==> config.mk <==
export PLATFORM = sky130hd
export DESIGN_NAME = fsc_host
export DESIGN_NICKNAME = d
export VERILOG_FILES = /design/src/design/fsc_host.v /design/src/design/fsc_timer.v /design/src/design/fsc_axil.v
export VERILOG_INCLUDE_DIRS = /design/src /design/src/design
export SDC_FILE = /design/constraint.sdc
export NUM_CORES = 1
export LEC_CHECK = 0
export BUFFER_PORTS_ARGS = -buffer_cell sky130_fd_sc_hd__buf_2
export CAP_MARGIN = 25
export CORE_UTILIZATION = 46
export CTS_BUF_LIST = sky130_fd_sc_hd__clkbuf_8
export DETAILED_ROUTE_END_ITERATION = 6
export GPL_ROUTABILITY_DRIVEN = 0
export HOLD_SLACK_MARGIN = 0.08
export PLACE_DENSITY = 0.76
export REMOVE_ABC_BUFFERS = 1
export SYNTH_ARGS = -nofsm -noshare
export SYNTH_HDL_FRONTEND = slang
export SYNTH_SLANG_ARGS = --single-unit
export TNS_END_PERCENT = 30
==> constraint.sdc <==
create_clock -name aclk -period 7.14 [get_ports aclk]
set_input_delay 1.428 -clock aclk [delete_from_list [all_inputs] [get_ports aclk]]
set_output_delay 1.428 -clock aclk [all_outputs]
set_load 0.05 [all_outputs]
==> src/design/fsc_consts.vh <==
`ifndef FSC_CONSTS_VH
`define FSC_CONSTS_VH
// command codes
`define FSC_CMD_READ_ARRAY   8'hFF
`define FSC_CMD_READ_STATUS  8'h70
`define FSC_CMD_CLEAR_STATUS 8'h50
`define FSC_CMD_ERASE_SETUP  8'h20
`define FSC_CMD_CONFIRM      8'hD0
`define FSC_CMD_SUSPEND      8'hB0
`define FSC_CMD_WRITE_SETUP  8'h40
// status bit positions
`define FSC_SR_READY    7
`define FSC_SR_SUSP     6
`define FSC_SR_EFAIL    5
`define FSC_SR_WFAIL    4
`define FSC_SR_SUPPLY   3
// register byte offsets
`define FSC_REG_CTRL    4'h0
`define FSC_REG_ADDR    4'h4
`define FSC_REG_DATA    4'h8
`define FSC_REG_STAT    4'hC
// operation codes in control register bits 2:0
`define FSC_OP_WRITE    3'h1
`define FSC_OP_ERASE    3'h2
`define FSC_OP_SUSPEND  3'h3
`define FSC_OP_RESUME   3'h4
`define FSC_OP_CLEAR    3'h5
`define FSC_OP_READ     3'h6
`define FSC_OP_STATUS   3'h7
// pin timing, ns and cycles at 25 ns
`define FSC_CLK_NS      25
`define FSC_STROBE_NS   60
`define FSC_STROBE_CYC  ((`FSC_STROBE_NS + `FSC_CLK_NS - 1) / `FSC_CLK_NS)
`define FSC_RST_NS      100
`define FSC_RST_CYC     ((`FSC_RST_NS + `FSC_CLK_NS - 1) / `FSC_CLK_NS)
`define FSC_RECOV_NS    1000
`define FSC_RECOV_CYC   ((`FSC_RECOV_NS + `FSC_CLK_NS - 1) / `FSC_CLK_NS)
`endif

==> src/design/fsc_host.v <==
// What this block does
// - during erase, only suspend is sent; status is read with no command, other orders are refused.
// - while suspended, host sends only read, resume or read status.
// - error bits are judged only after ready reads one.
// - clear-status code 50h clears error bits; host uses it.
// - hold reset/power-down low from power-up until the RST_CYC timer ends after reset.
// - alternative: keep chip select high and pulse reset high-low-high.
// - program is setup code cycle, then address and data cycle.
// - after write start, poll status until ready reads one.
// - after write or erase host sends FFh to read array again only when a read order is given.
// - full error check optional; supply error still blocks.
`timescale 1ns/1ps
`default_nettype none
`include "fsc_consts.vh"
module fsc_host (
   // clock and reset
   input  wire        aclk,
   input  wire        aresetn,
   // axi4-lite write
   input  wire [3:0]  s_awaddr,
   input  wire        s_awvalid,
   output wire        s_awready,
   input  wire [31:0] s_wdata,
   input  wire [3:0]  s_wstrb,
   input  wire        s_wvalid,
   output wire        s_wready,
   output wire [1:0]  s_bresp,
   output wire        s_bvalid,
   input  wire        s_bready,
   // axi4-lite read
   input  wire [3:0]  s_araddr,
   input  wire        s_arvalid,
   output wire        s_arready,
   output wire [31:0] s_rdata,
   output wire [1:0]  s_rresp,
   output wire        s_rvalid,
   input  wire        s_rready,
   // flash pins
   output reg         flash_ce_n,
   output reg         flash_we_n,
   output reg         flash_oe_n,
   output reg         reset_powerdown_n,
   output reg  [18:0] flash_addr,
   output reg  [7:0]  flash_dq_o,
   output reg         flash_dq_oe,
   input  wire [7:0]  flash_dq_i
);
   ////////////////////////////////////////////////////////////////////////
   localparam [8:0] S_RST   = 9'h001;
   localparam [8:0] S_RECOV = 9'h002;
   localparam [8:0] S_IDLE  = 9'h004;
   localparam [8:0] S_WR1   = 9'h008;
   localparam [8:0] S_WR2   = 9'h010;
   localparam [8:0] S_RDST  = 9'h020;
   localparam [8:0] S_STRB  = 9'h040;
   localparam [8:0] S_SAMP  = 9'h080;
   localparam [8:0] S_GAP   = 9'h100;
   // timer loads are 8 bits wide; all three counts fit without cutting
   localparam [31:0] RST_CYC   = `FSC_RST_CYC;
   localparam [31:0] RECOV_CYC = `FSC_RECOV_CYC;
   localparam [31:0] STRB_CYC  = `FSC_STROBE_CYC;

   reg  [8:0]  state_r;
   reg  [8:0]  ret_r;
   reg  [2:0]  op_r;
   reg  [18:0] addr_r;
   reg  [7:0]  data_r;
   reg  [7:0]  stat_r;
   reg  [7:0]  rdata_r;
   reg         busy_r;
   reg         erasing_r;
   reg         suspended_r;
   reg         statmode_r;
   reg         refused_r;
   reg         two_r;
   reg         poll_r;
   reg  [7:0]  cmd_r;
   reg         t_start_r;
   reg  [7:0]  t_cnt_r;
   wire        t_done;
   wire        wr_pulse;
   wire [3:0]  wr_addr;
   wire [31:0] wr_data;
   wire [3:0]  rd_addr;
   reg  [31:0] rd_data;
   reg         rd_ok;

   // error decode, used by the status word only; the blocking check reads stat_r
   function [2:0] err_code;
      input [7:0] sr;
      begin
         err_code = {sr[`FSC_SR_EFAIL], sr[`FSC_SR_WFAIL], sr[`FSC_SR_SUPPLY]};
      end
   endfunction

   fsc_axil u_bus (
      .aclk      (aclk),
      .aresetn   (aresetn),
      .s_awaddr  (s_awaddr),
      .s_awvalid (s_awvalid),
      .s_awready (s_awready),
      .s_wdata   (s_wdata),
      .s_wstrb   (s_wstrb),
      .s_wvalid  (s_wvalid),
      .s_wready  (s_wready),
      .s_bresp   (s_bresp),
      .s_bvalid  (s_bvalid),
      .s_bready  (s_bready),
      .s_araddr  (s_araddr),
      .s_arvalid (s_arvalid),
      .s_arready (s_arready),
      .s_rdata   (s_rdata),
      .s_rresp   (s_rresp),
      .s_rvalid  (s_rvalid),
      .s_rready  (s_rready),
      .wr_pulse  (wr_pulse),
      .wr_addr   (wr_addr),
      .wr_data   (wr_data),
      .rd_addr   (rd_addr),
      .rd_data   (rd_data),
      .rd_ok     (rd_ok)
   );

   fsc_timer u_tmr (
      .aclk    (aclk),
      .aresetn (aresetn),
      .start   (t_start_r),
      .count   (t_cnt_r),
      .done    (t_done)
   );

   ////////////////////////////////////////////////////////////////////////
   // register read mux
   always @* begin
      rd_ok   = 1'b1;
      rd_data = 32'h00000000;
      case (rd_addr)
         `FSC_REG_CTRL: rd_data = {29'h0, op_r};
         `FSC_REG_ADDR: rd_data = {13'h0, addr_r};
         `FSC_REG_DATA: rd_data = {24'h0, rdata_r};
         `FSC_REG_STAT: rd_data = {17'h00000, err_code(stat_r), refused_r,
                                   suspended_r, erasing_r, busy_r, stat_r};
         default:       rd_ok   = 1'b0;
      endcase
   end

   // is an order legal in the present flash mode
   wire erase_run = erasing_r && !suspended_r;
   // erase gates orders; status is a plain read, no command
   wire ok_run    = (wr_data[2:0] == `FSC_OP_SUSPEND ||
                     wr_data[2:0] == `FSC_OP_STATUS) && erase_run;
   wire ok_susp   = suspended_r && (wr_data[2:0] == `FSC_OP_READ ||
                    wr_data[2:0] == `FSC_OP_RESUME ||
                    wr_data[2:0] == `FSC_OP_STATUS);
   wire blk_sup   = stat_r[`FSC_SR_SUPPLY] &&
                    (wr_data[2:0] == `FSC_OP_WRITE ||
                     wr_data[2:0] == `FSC_OP_ERASE);
   wire ok_idle   = !erasing_r && !blk_sup &&
                    wr_data[2:0] != `FSC_OP_SUSPEND &&
                    wr_data[2:0] != `FSC_OP_RESUME &&
                    wr_data[2:0] != 3'h0;
   wire go = wr_pulse && wr_addr == `FSC_REG_CTRL && state_r == S_IDLE;
   wire ok = ok_run || ok_susp || ok_idle;

   ////////////////////////////////////////////////////////////////////////
   always @(posedge aclk) begin
      if (!aresetn) begin
         state_r           <= S_RST;
         ret_r             <= S_IDLE;
         op_r              <= 3'h0;
         addr_r            <= 19'h00000;
         data_r            <= 8'h00;
         stat_r            <= 8'h80;
         rdata_r           <= 8'h00;
         busy_r            <= 1'b1;
         erasing_r         <= 1'b0;
         suspended_r       <= 1'b0;
         statmode_r        <= 1'b0;
         refused_r         <= 1'b0;
         two_r             <= 1'b0;
         poll_r            <= 1'b0;
         cmd_r             <= 8'h00;
         t_start_r         <= 1'b0;
         t_cnt_r           <= 8'h00;
         flash_ce_n        <= 1'b1;
         flash_we_n        <= 1'b1;
         flash_oe_n        <= 1'b1;
         reset_powerdown_n <= 1'b0;
         flash_addr        <= 19'h00000;
         flash_dq_o        <= 8'h00;
         flash_dq_oe       <= 1'b0;
      end else begin
         t_start_r <= 1'b0;
         if (wr_pulse && wr_addr == `FSC_REG_ADDR)
            addr_r <= wr_data[18:0];
         if (wr_pulse && wr_addr == `FSC_REG_DATA)
            data_r <= wr_data[7:0];
         // refused flag: set by a refused order, cleared by an accepted one
         if (go && !ok)
            refused_r <= 1'b1;
         else if (go)
            refused_r <= 1'b0;
         case (state_r)
            S_RST: begin
               // chip select kept high while reset pulses
               flash_ce_n <= 1'b1;
               t_start_r  <= 1'b1;
               t_cnt_r    <= RST_CYC[7:0];
               state_r    <= S_RECOV;
            end
            S_RECOV: begin
               if (t_done && !reset_powerdown_n) begin
                  reset_powerdown_n <= 1'b1;
                  t_start_r         <= 1'b1;
                  t_cnt_r           <= RECOV_CYC[7:0];
               end else if (t_done) begin
                  busy_r  <= 1'b0;
                  state_r <= S_IDLE;
               end
            end
            S_IDLE: begin
               // chip select high between cycles: standby
               flash_ce_n <= 1'b1;
               if (go && ok) begin
                  op_r   <= wr_data[2:0];
                  busy_r <= 1'b1;
                  two_r  <= 1'b0;
                  poll_r <= 1'b0;
                  case (wr_data[2:0])
                     `FSC_OP_WRITE: begin
                        cmd_r <= `FSC_CMD_WRITE_SETUP;
                        two_r <= 1'b1;
                        poll_r <= 1'b1;
                     end
                     `FSC_OP_ERASE: begin
                        // no poll: erase runs on, end seen by status reads
                        cmd_r     <= `FSC_CMD_ERASE_SETUP;
                        two_r     <= 1'b1;
                        erasing_r <= 1'b1;
                     end
                     `FSC_OP_SUSPEND: begin
                        cmd_r  <= `FSC_CMD_SUSPEND;
                        poll_r <= 1'b1;
                     end
                     `FSC_OP_RESUME: begin
                        cmd_r       <= `FSC_CMD_CONFIRM;
                        suspended_r <= 1'b0;
                     end
                     `FSC_OP_CLEAR: begin
                        cmd_r  <= `FSC_CMD_CLEAR_STATUS;
                        stat_r <= stat_r & 8'hC7;
                     end
                     `FSC_OP_READ: cmd_r <= `FSC_CMD_READ_ARRAY;
                     default:      cmd_r <= `FSC_CMD_READ_STATUS;
                  endcase
                  // flash shows status while erasing: read, write nothing
                  if (wr_data[2:0] == `FSC_OP_STATUS && erase_run) begin
                     statmode_r <= 1'b1;
                     state_r    <= S_RDST;
                  end else
                     state_r <= S_WR1;
               end
            end
            S_WR1: begin
               flash_ce_n  <= 1'b0;
               flash_we_n  <= 1'b0;
               flash_oe_n  <= 1'b1;
               flash_dq_oe <= 1'b1;
               flash_dq_o  <= cmd_r;
               flash_addr  <= addr_r;
               t_start_r   <= 1'b1;
               t_cnt_r     <= STRB_CYC[7:0];
               ret_r       <= S_WR2;
               state_r     <= S_STRB;
            end
            S_WR2: begin
               if (two_r) begin
                  two_r   <= 1'b0;
                  cmd_r   <= erasing_r ? `FSC_CMD_CONFIRM : data_r;
                  state_r <= S_WR1;
               end else if (poll_r || op_r == `FSC_OP_STATUS ||
                            op_r == `FSC_OP_READ) begin
                  statmode_r <= op_r != `FSC_OP_READ;
                  state_r    <= S_RDST;
               end else begin
                  statmode_r <= 1'b0;
                  busy_r     <= 1'b0;
                  state_r    <= S_IDLE;
               end
            end
            S_RDST: begin
               flash_ce_n  <= 1'b0;
               flash_oe_n  <= 1'b0;
               flash_dq_oe <= 1'b0;
               flash_addr  <= addr_r;
               t_start_r   <= 1'b1;
               t_cnt_r     <= STRB_CYC[7:0];
               ret_r       <= S_SAMP;
               state_r     <= S_STRB;
            end
            S_STRB: begin
               if (t_done) begin
                  flash_we_n <= 1'b1;
                  state_r    <= ret_r == S_SAMP ? S_SAMP : S_GAP;
               end
            end
            S_GAP: begin
               // ce released; operation continues inside the flash
               flash_ce_n  <= 1'b1;
               flash_dq_oe <= 1'b0;
               state_r     <= S_WR2;
            end
            S_SAMP: begin
               flash_oe_n <= 1'b1;
               flash_ce_n <= 1'b1;
               rdata_r    <= flash_dq_i;
               if (statmode_r)
                  stat_r <= flash_dq_i;
               if (poll_r && !flash_dq_i[`FSC_SR_READY]) begin
                  state_r <= S_RDST;
               end else begin
                  // suspended shows with ready; else erase has ended and erasing clears
                  if (op_r == `FSC_OP_SUSPEND) begin
                     suspended_r <= flash_dq_i[`FSC_SR_SUSP];
                     erasing_r   <= flash_dq_i[`FSC_SR_SUSP];
                  end else if (op_r == `FSC_OP_STATUS && erase_run &&
                               flash_dq_i[`FSC_SR_READY])
                     erasing_r <= 1'b0;
                  busy_r  <= 1'b0;
                  state_r <= S_IDLE;
               end
            end
            default: state_r <= S_RST;
         endcase
      end
   end
endmodule
`default_nettype wire

==> src/design/fsc_timer.v <==
`timescale 1ns/1ps
`default_nettype none
module fsc_timer (
   // clock and reset
   input  wire        aclk,
   input  wire        aresetn,
   // control
   input  wire        start,
   input  wire [7:0]  count,
   output wire        done
);
   reg [7:0] cnt_r;
   always @(posedge aclk) begin
      if (!aresetn)
         cnt_r <= 8'h00;
      else if (start)
         cnt_r <= count;
      else if (cnt_r != 8'h00)
         cnt_r <= cnt_r - 8'h01;
   end
   assign done = (cnt_r == 8'h01);
endmodule
`default_nettype wire

==> src/design/fsc_axil.v <==
`timescale 1ns/1ps
`default_nettype none
`include "fsc_consts.vh"
// axi4-lite slave: one write and one read at a time, fixed latency
module fsc_axil (
   // clock and reset
   input  wire        aclk,
   input  wire        aresetn,
   // write channels
   input  wire [3:0]  s_awaddr,
   input  wire        s_awvalid,
   output reg         s_awready,
   input  wire [31:0] s_wdata,
   input  wire [3:0]  s_wstrb,
   input  wire        s_wvalid,
   output reg         s_wready,
   output reg  [1:0]  s_bresp,
   output reg         s_bvalid,
   input  wire        s_bready,
   // read channels
   input  wire [3:0]  s_araddr,
   input  wire        s_arvalid,
   output reg         s_arready,
   output reg  [31:0] s_rdata,
   output reg  [1:0]  s_rresp,
   output reg         s_rvalid,
   input  wire        s_rready,
   // register side
   output reg         wr_pulse,
   output reg  [3:0]  wr_addr,
   output reg  [31:0] wr_data,
   output reg  [3:0]  rd_addr,
   input  wire [31:0] rd_data,
   input  wire        rd_ok
);
   reg        aw_have_r;
   reg        w_have_r;
   reg        rd_wait_r;
   always @(posedge aclk) begin
      if (!aresetn) begin
         s_awready <= 1'b0;
         s_wready  <= 1'b0;
         s_bvalid  <= 1'b0;
         s_bresp   <= 2'h0;
         aw_have_r <= 1'b0;
         w_have_r  <= 1'b0;
         wr_pulse  <= 1'b0;
         wr_addr   <= 4'h0;
         wr_data   <= 32'h00000000;
      end else begin
         wr_pulse  <= 1'b0;
         s_awready <= !aw_have_r && !s_awready && !s_bvalid && s_awvalid;
         s_wready  <= !w_have_r && !s_wready && !s_bvalid && s_wvalid;
         if (s_awvalid && s_awready) begin
            aw_have_r <= 1'b1;
            wr_addr   <= s_awaddr;
         end
         if (s_wvalid && s_wready) begin
            w_have_r <= 1'b1;
            wr_data  <= s_wdata;
         end
         if (aw_have_r && w_have_r && !s_bvalid) begin
            // strobes ignored: registers take whole words
            wr_pulse  <= 1'b1;
            s_bvalid  <= 1'b1;
            s_bresp   <= (wr_addr == `FSC_REG_STAT) ? 2'h2 : 2'h0;
            aw_have_r <= 1'b0;
            w_have_r  <= 1'b0;
         end else if (s_bvalid && s_bready)
            s_bvalid <= 1'b0;
      end
   end
   always @(posedge aclk) begin
      if (!aresetn) begin
         s_arready <= 1'b0;
         s_rvalid  <= 1'b0;
         s_rdata   <= 32'h00000000;
         s_rresp   <= 2'h0;
         rd_wait_r <= 1'b0;
         rd_addr   <= 4'h0;
      end else begin
         s_arready <= !s_arready && !rd_wait_r && !s_rvalid && s_arvalid;
         if (s_arvalid && s_arready) begin
            rd_addr   <= s_araddr;
            rd_wait_r <= 1'b1;
         end else if (rd_wait_r) begin
            rd_wait_r <= 1'b0;
            s_rvalid  <= 1'b1;
            s_rdata   <= rd_data;
            s_rresp   <= rd_ok ? 2'h0 : 2'h2;
         end else if (s_rvalid && s_rready)
            s_rvalid <= 1'b0;
      end
   end
endmodule
`default_nettype wire

==> impl_metrics.py <==
metrics = {
    "logic_synthesis": {
        "ys_seq_elements": 174,
        "synth_cells": 879,
        "syn_area_mm2": 0.007226,
        "synth_top_area_cell": "dfxtp_1",
        "synth.avg_cell_area_um2": 8.220,
        "yosys-top-cells-count": "210 x nand2_1, 174 x dfxtp_1, 126 x a21oi_1",
        "yosysTopAreaCellShare_pct": 48.21,
        "synth_edf_count": 0,
        "synth.most_common_cell": "nand2_1",
        "synth_area_leaders": "dfxtp_1 48%, nand2_1 11%, a21oi_1 8.7%",
        "seq_area_frac_synth_pct": 48.21,
        "synth_ff_type": "dfxtp_1",
        "yosysWarnings": 0,
        "async_flop_share_pct": 0,
        "yosysUniqueCellTypes": 67,
    },
    "sta": {
        "hold_viol": 0,
        "worst_slew_pin_slew_ns": 0.9595,
        "slew_viol_final": 0,
        "fin_skew_ns": 0.01204,
        "whs_ns": 0.4459,
        "tns_ns": 0,
        "fin_crit_sh_pct": 44.34,
        "rsz0062_at_grt": "no",
        "finalSetupViolCount": 0,
        "relSlewSlack_pct": 35.90,
        "max_freq_mhz": 315.9,
        "fin_ws_ns": 3.974,
        "period_minus_slack_ns": 3.166,
    },
    "routing": {
        "drt_iter0_markers": 535,
        "dr.pass1.iters": 5,
        "met1Wirelength_um": 7860,
        "wl_per_cell_um": 14.64,
        "highest_layer": "met4",
        "wl_met2_um": 8197,
        "drc_errors": 0,
        "vias": 6363,
        "routed_wl_um": 17140,
        "wl_met3_um": 821,
        "vias_per_cell": 5.434,
        "postRouteAntennaNets": 0,
    },
    "clock_tree": {
        "clock-sinks": 174,
        "worst_skew_pair.late_latency_ns": 0.47,
        "root_buffer": "clkbuf_8",
        "cts-htree-levels": 4,
        "cts_tree": "built",
        "cts_setup_buffers": 0,
        "hold_buffers": 0,
        "cts_resized": 0,
        "cts_buffer_depth": 2,
        "cts_buffers": 17,
        "clk_pin_slew_ns": 0.10,
    },
    "setup_path": {
        "cp.required_ns": 7.54,
        "critPathKind": "reg -> reg",
        "critPathBufInv": 0,
        "crit-reg2reg-launch": "state_r[8]",
        "crit_fanout": 15,
        "critPathLaunch": "state_r[8]",
        "cp-start-kind": "register",
        "cp-end-kind": "register",
        "cpPeakStageDelay_ns": 0.84,
        "path_cells": "or4_4, or4b_4, or4_1, a221o_1, a21oi_1",
        "cp_top_family": "simple AND/OR/NAND/NOR gates",
        "cpMaxStageDelayCell": "or4_1",
        "r2r_slack_ns": 3.97,
        "worst_ep_arrival_time_ns": 3.57,
    },
    "pwr": {
        "ir_worst_vdd_mv": 0.1202,
        "p_leak_nw": 3.130,
        "fin_total_pwr_mw": 2.078,
        "p_per_area_mw_per_mm2": 253.5,
    },
    "global_route": {
        "grt_pass1_vias": 5559,
        "grt_pass1_wl_um": 27780,
        "grt_usage_pct": 21.46,
        "grt_max_degree": 97,
        "antenna_found_initial": 0,
        "grt_overflow": 0,
    },
    "die": {
        "dieHeight_um": 127.3,
        "die_w_um": 127.3,
        "pin_count": 132,
        "dieArea_mm2": 0.01621,
        "core_area_mm2": 0.01526,
        "initial_utilization_pct": 47.36,
        "num_rows": 45,
    },
    "status": {
        "status": "finished, final reports clean",
    },
    "hold_path": {
        "holdCritStartpoint": "u_bus.s_rvalid",
        "hp-class": "reg -> reg",
    },
    "finish": {
        "area_growth_pct": 13.45,
        "nets": 1008,
        "fin_area_mm2": 0.008198,
        "multi_input_area_mm2": 0.003452,
        "layout.cells.non_filler": 1171,
        "num-fill-cells": 1445,
        "diodes": 0,
        "final_layout_size_suffix_gt1_share_pct": 17.19,
        "seqCellArea_mm2": 0.003483,
        "utilization_pct": 53.73,
    },
    "placement": {
        "post-place-cells": 1138,
        "preCtsSetupSlack_ns": 3.803,
        "placed_cell_area_mm2": 0.007772,
        "port_buffers": 99,
        "dp_hpwl_um": 11540,
    },
    "flow_run": {
        "maxCapViolCount": 0,
    },
}
flip-flops by register name, summed over array words and instances (netlist names), 3 cells and up:
name / flops
addr_r: 19
cmd_r: 8
data_r: 8
flash_addr: 19
flash_dq_o: 8
op_r: 3
rdata_r: 8
ret_r: 3
stat_r: 8
state_r: 9
t_cnt_r: 3
u_bus.rd_addr: 4
u_bus.s_rdata: 19
u_bus.wr_addr: 4
u_bus.wr_data: 19
u_tmr.cnt_r: 8
path summary, 6_finish.rpt:
path                                         to  cells past startpoint
worst max-delay path                   cmd_r[5]                      5
worst min-delay path            u_bus.s_arready                      1
worst max register to register         cmd_r[5]                      5
worst min register to register  u_bus.s_arready                      1
power by group:
part	total, mW	switching (mW)	internal (mW)
combinational	0.303	0.186	0.117
sequential	1.05	0.0435	1.01
clock	0.723	0.389	0.334
routing by layer:
layer	GRT usage, %	vias to the layer above
met3	4.355	22
met5	0	-
met1	28.66	3000
met2	34.59	179
li1	-	3162
met4	7.283	0
worst register-to-register path, stage by stage (launching register included):
cell and delay [ns]:
dfxtp_1 0.45, or4_4 0.64, or4b_4 0.58, or4_1 0.84, a221o_1 0.46, a21oi_1 0.14
layout make-up:
cell class	count	area share (%)
Tap cell	211	3.220
Multi-Input combinational cell	641	42.11
Clock buffer	18	3.022
Inverter	6	0.3053
Sequential cell	174	42.49
Timing Repair Buffer	107	6.746
Clock inverter	14	2.106
cells in the final DEF (no fill, tap or decap), types with 14 or more instances in the layout:
cell / n
nand3_1: 31
nand2_1: 210
dfxtp_1: 174
o21ai_0: 14
buf_2: 99
a21oi_1: 126
nor2_1: 52
conb_1: 15
clkbuf_8: 18
a22oi_1: 20
kinds of logic after synthesis:
group	after synthesis	share of synthesized area [%]
AOI/OAI and AO/OA	199	16.02
xor gates and xnor gates	5	0.6062
adders and majority gates	2	0.3463
buffers and inverters	78	5.039
DFF	174	48.21
muxes	26	4.329
other	1	0.05190
and+or+nand+nor	394	25.40
Power figures use the tool's default switching activity.
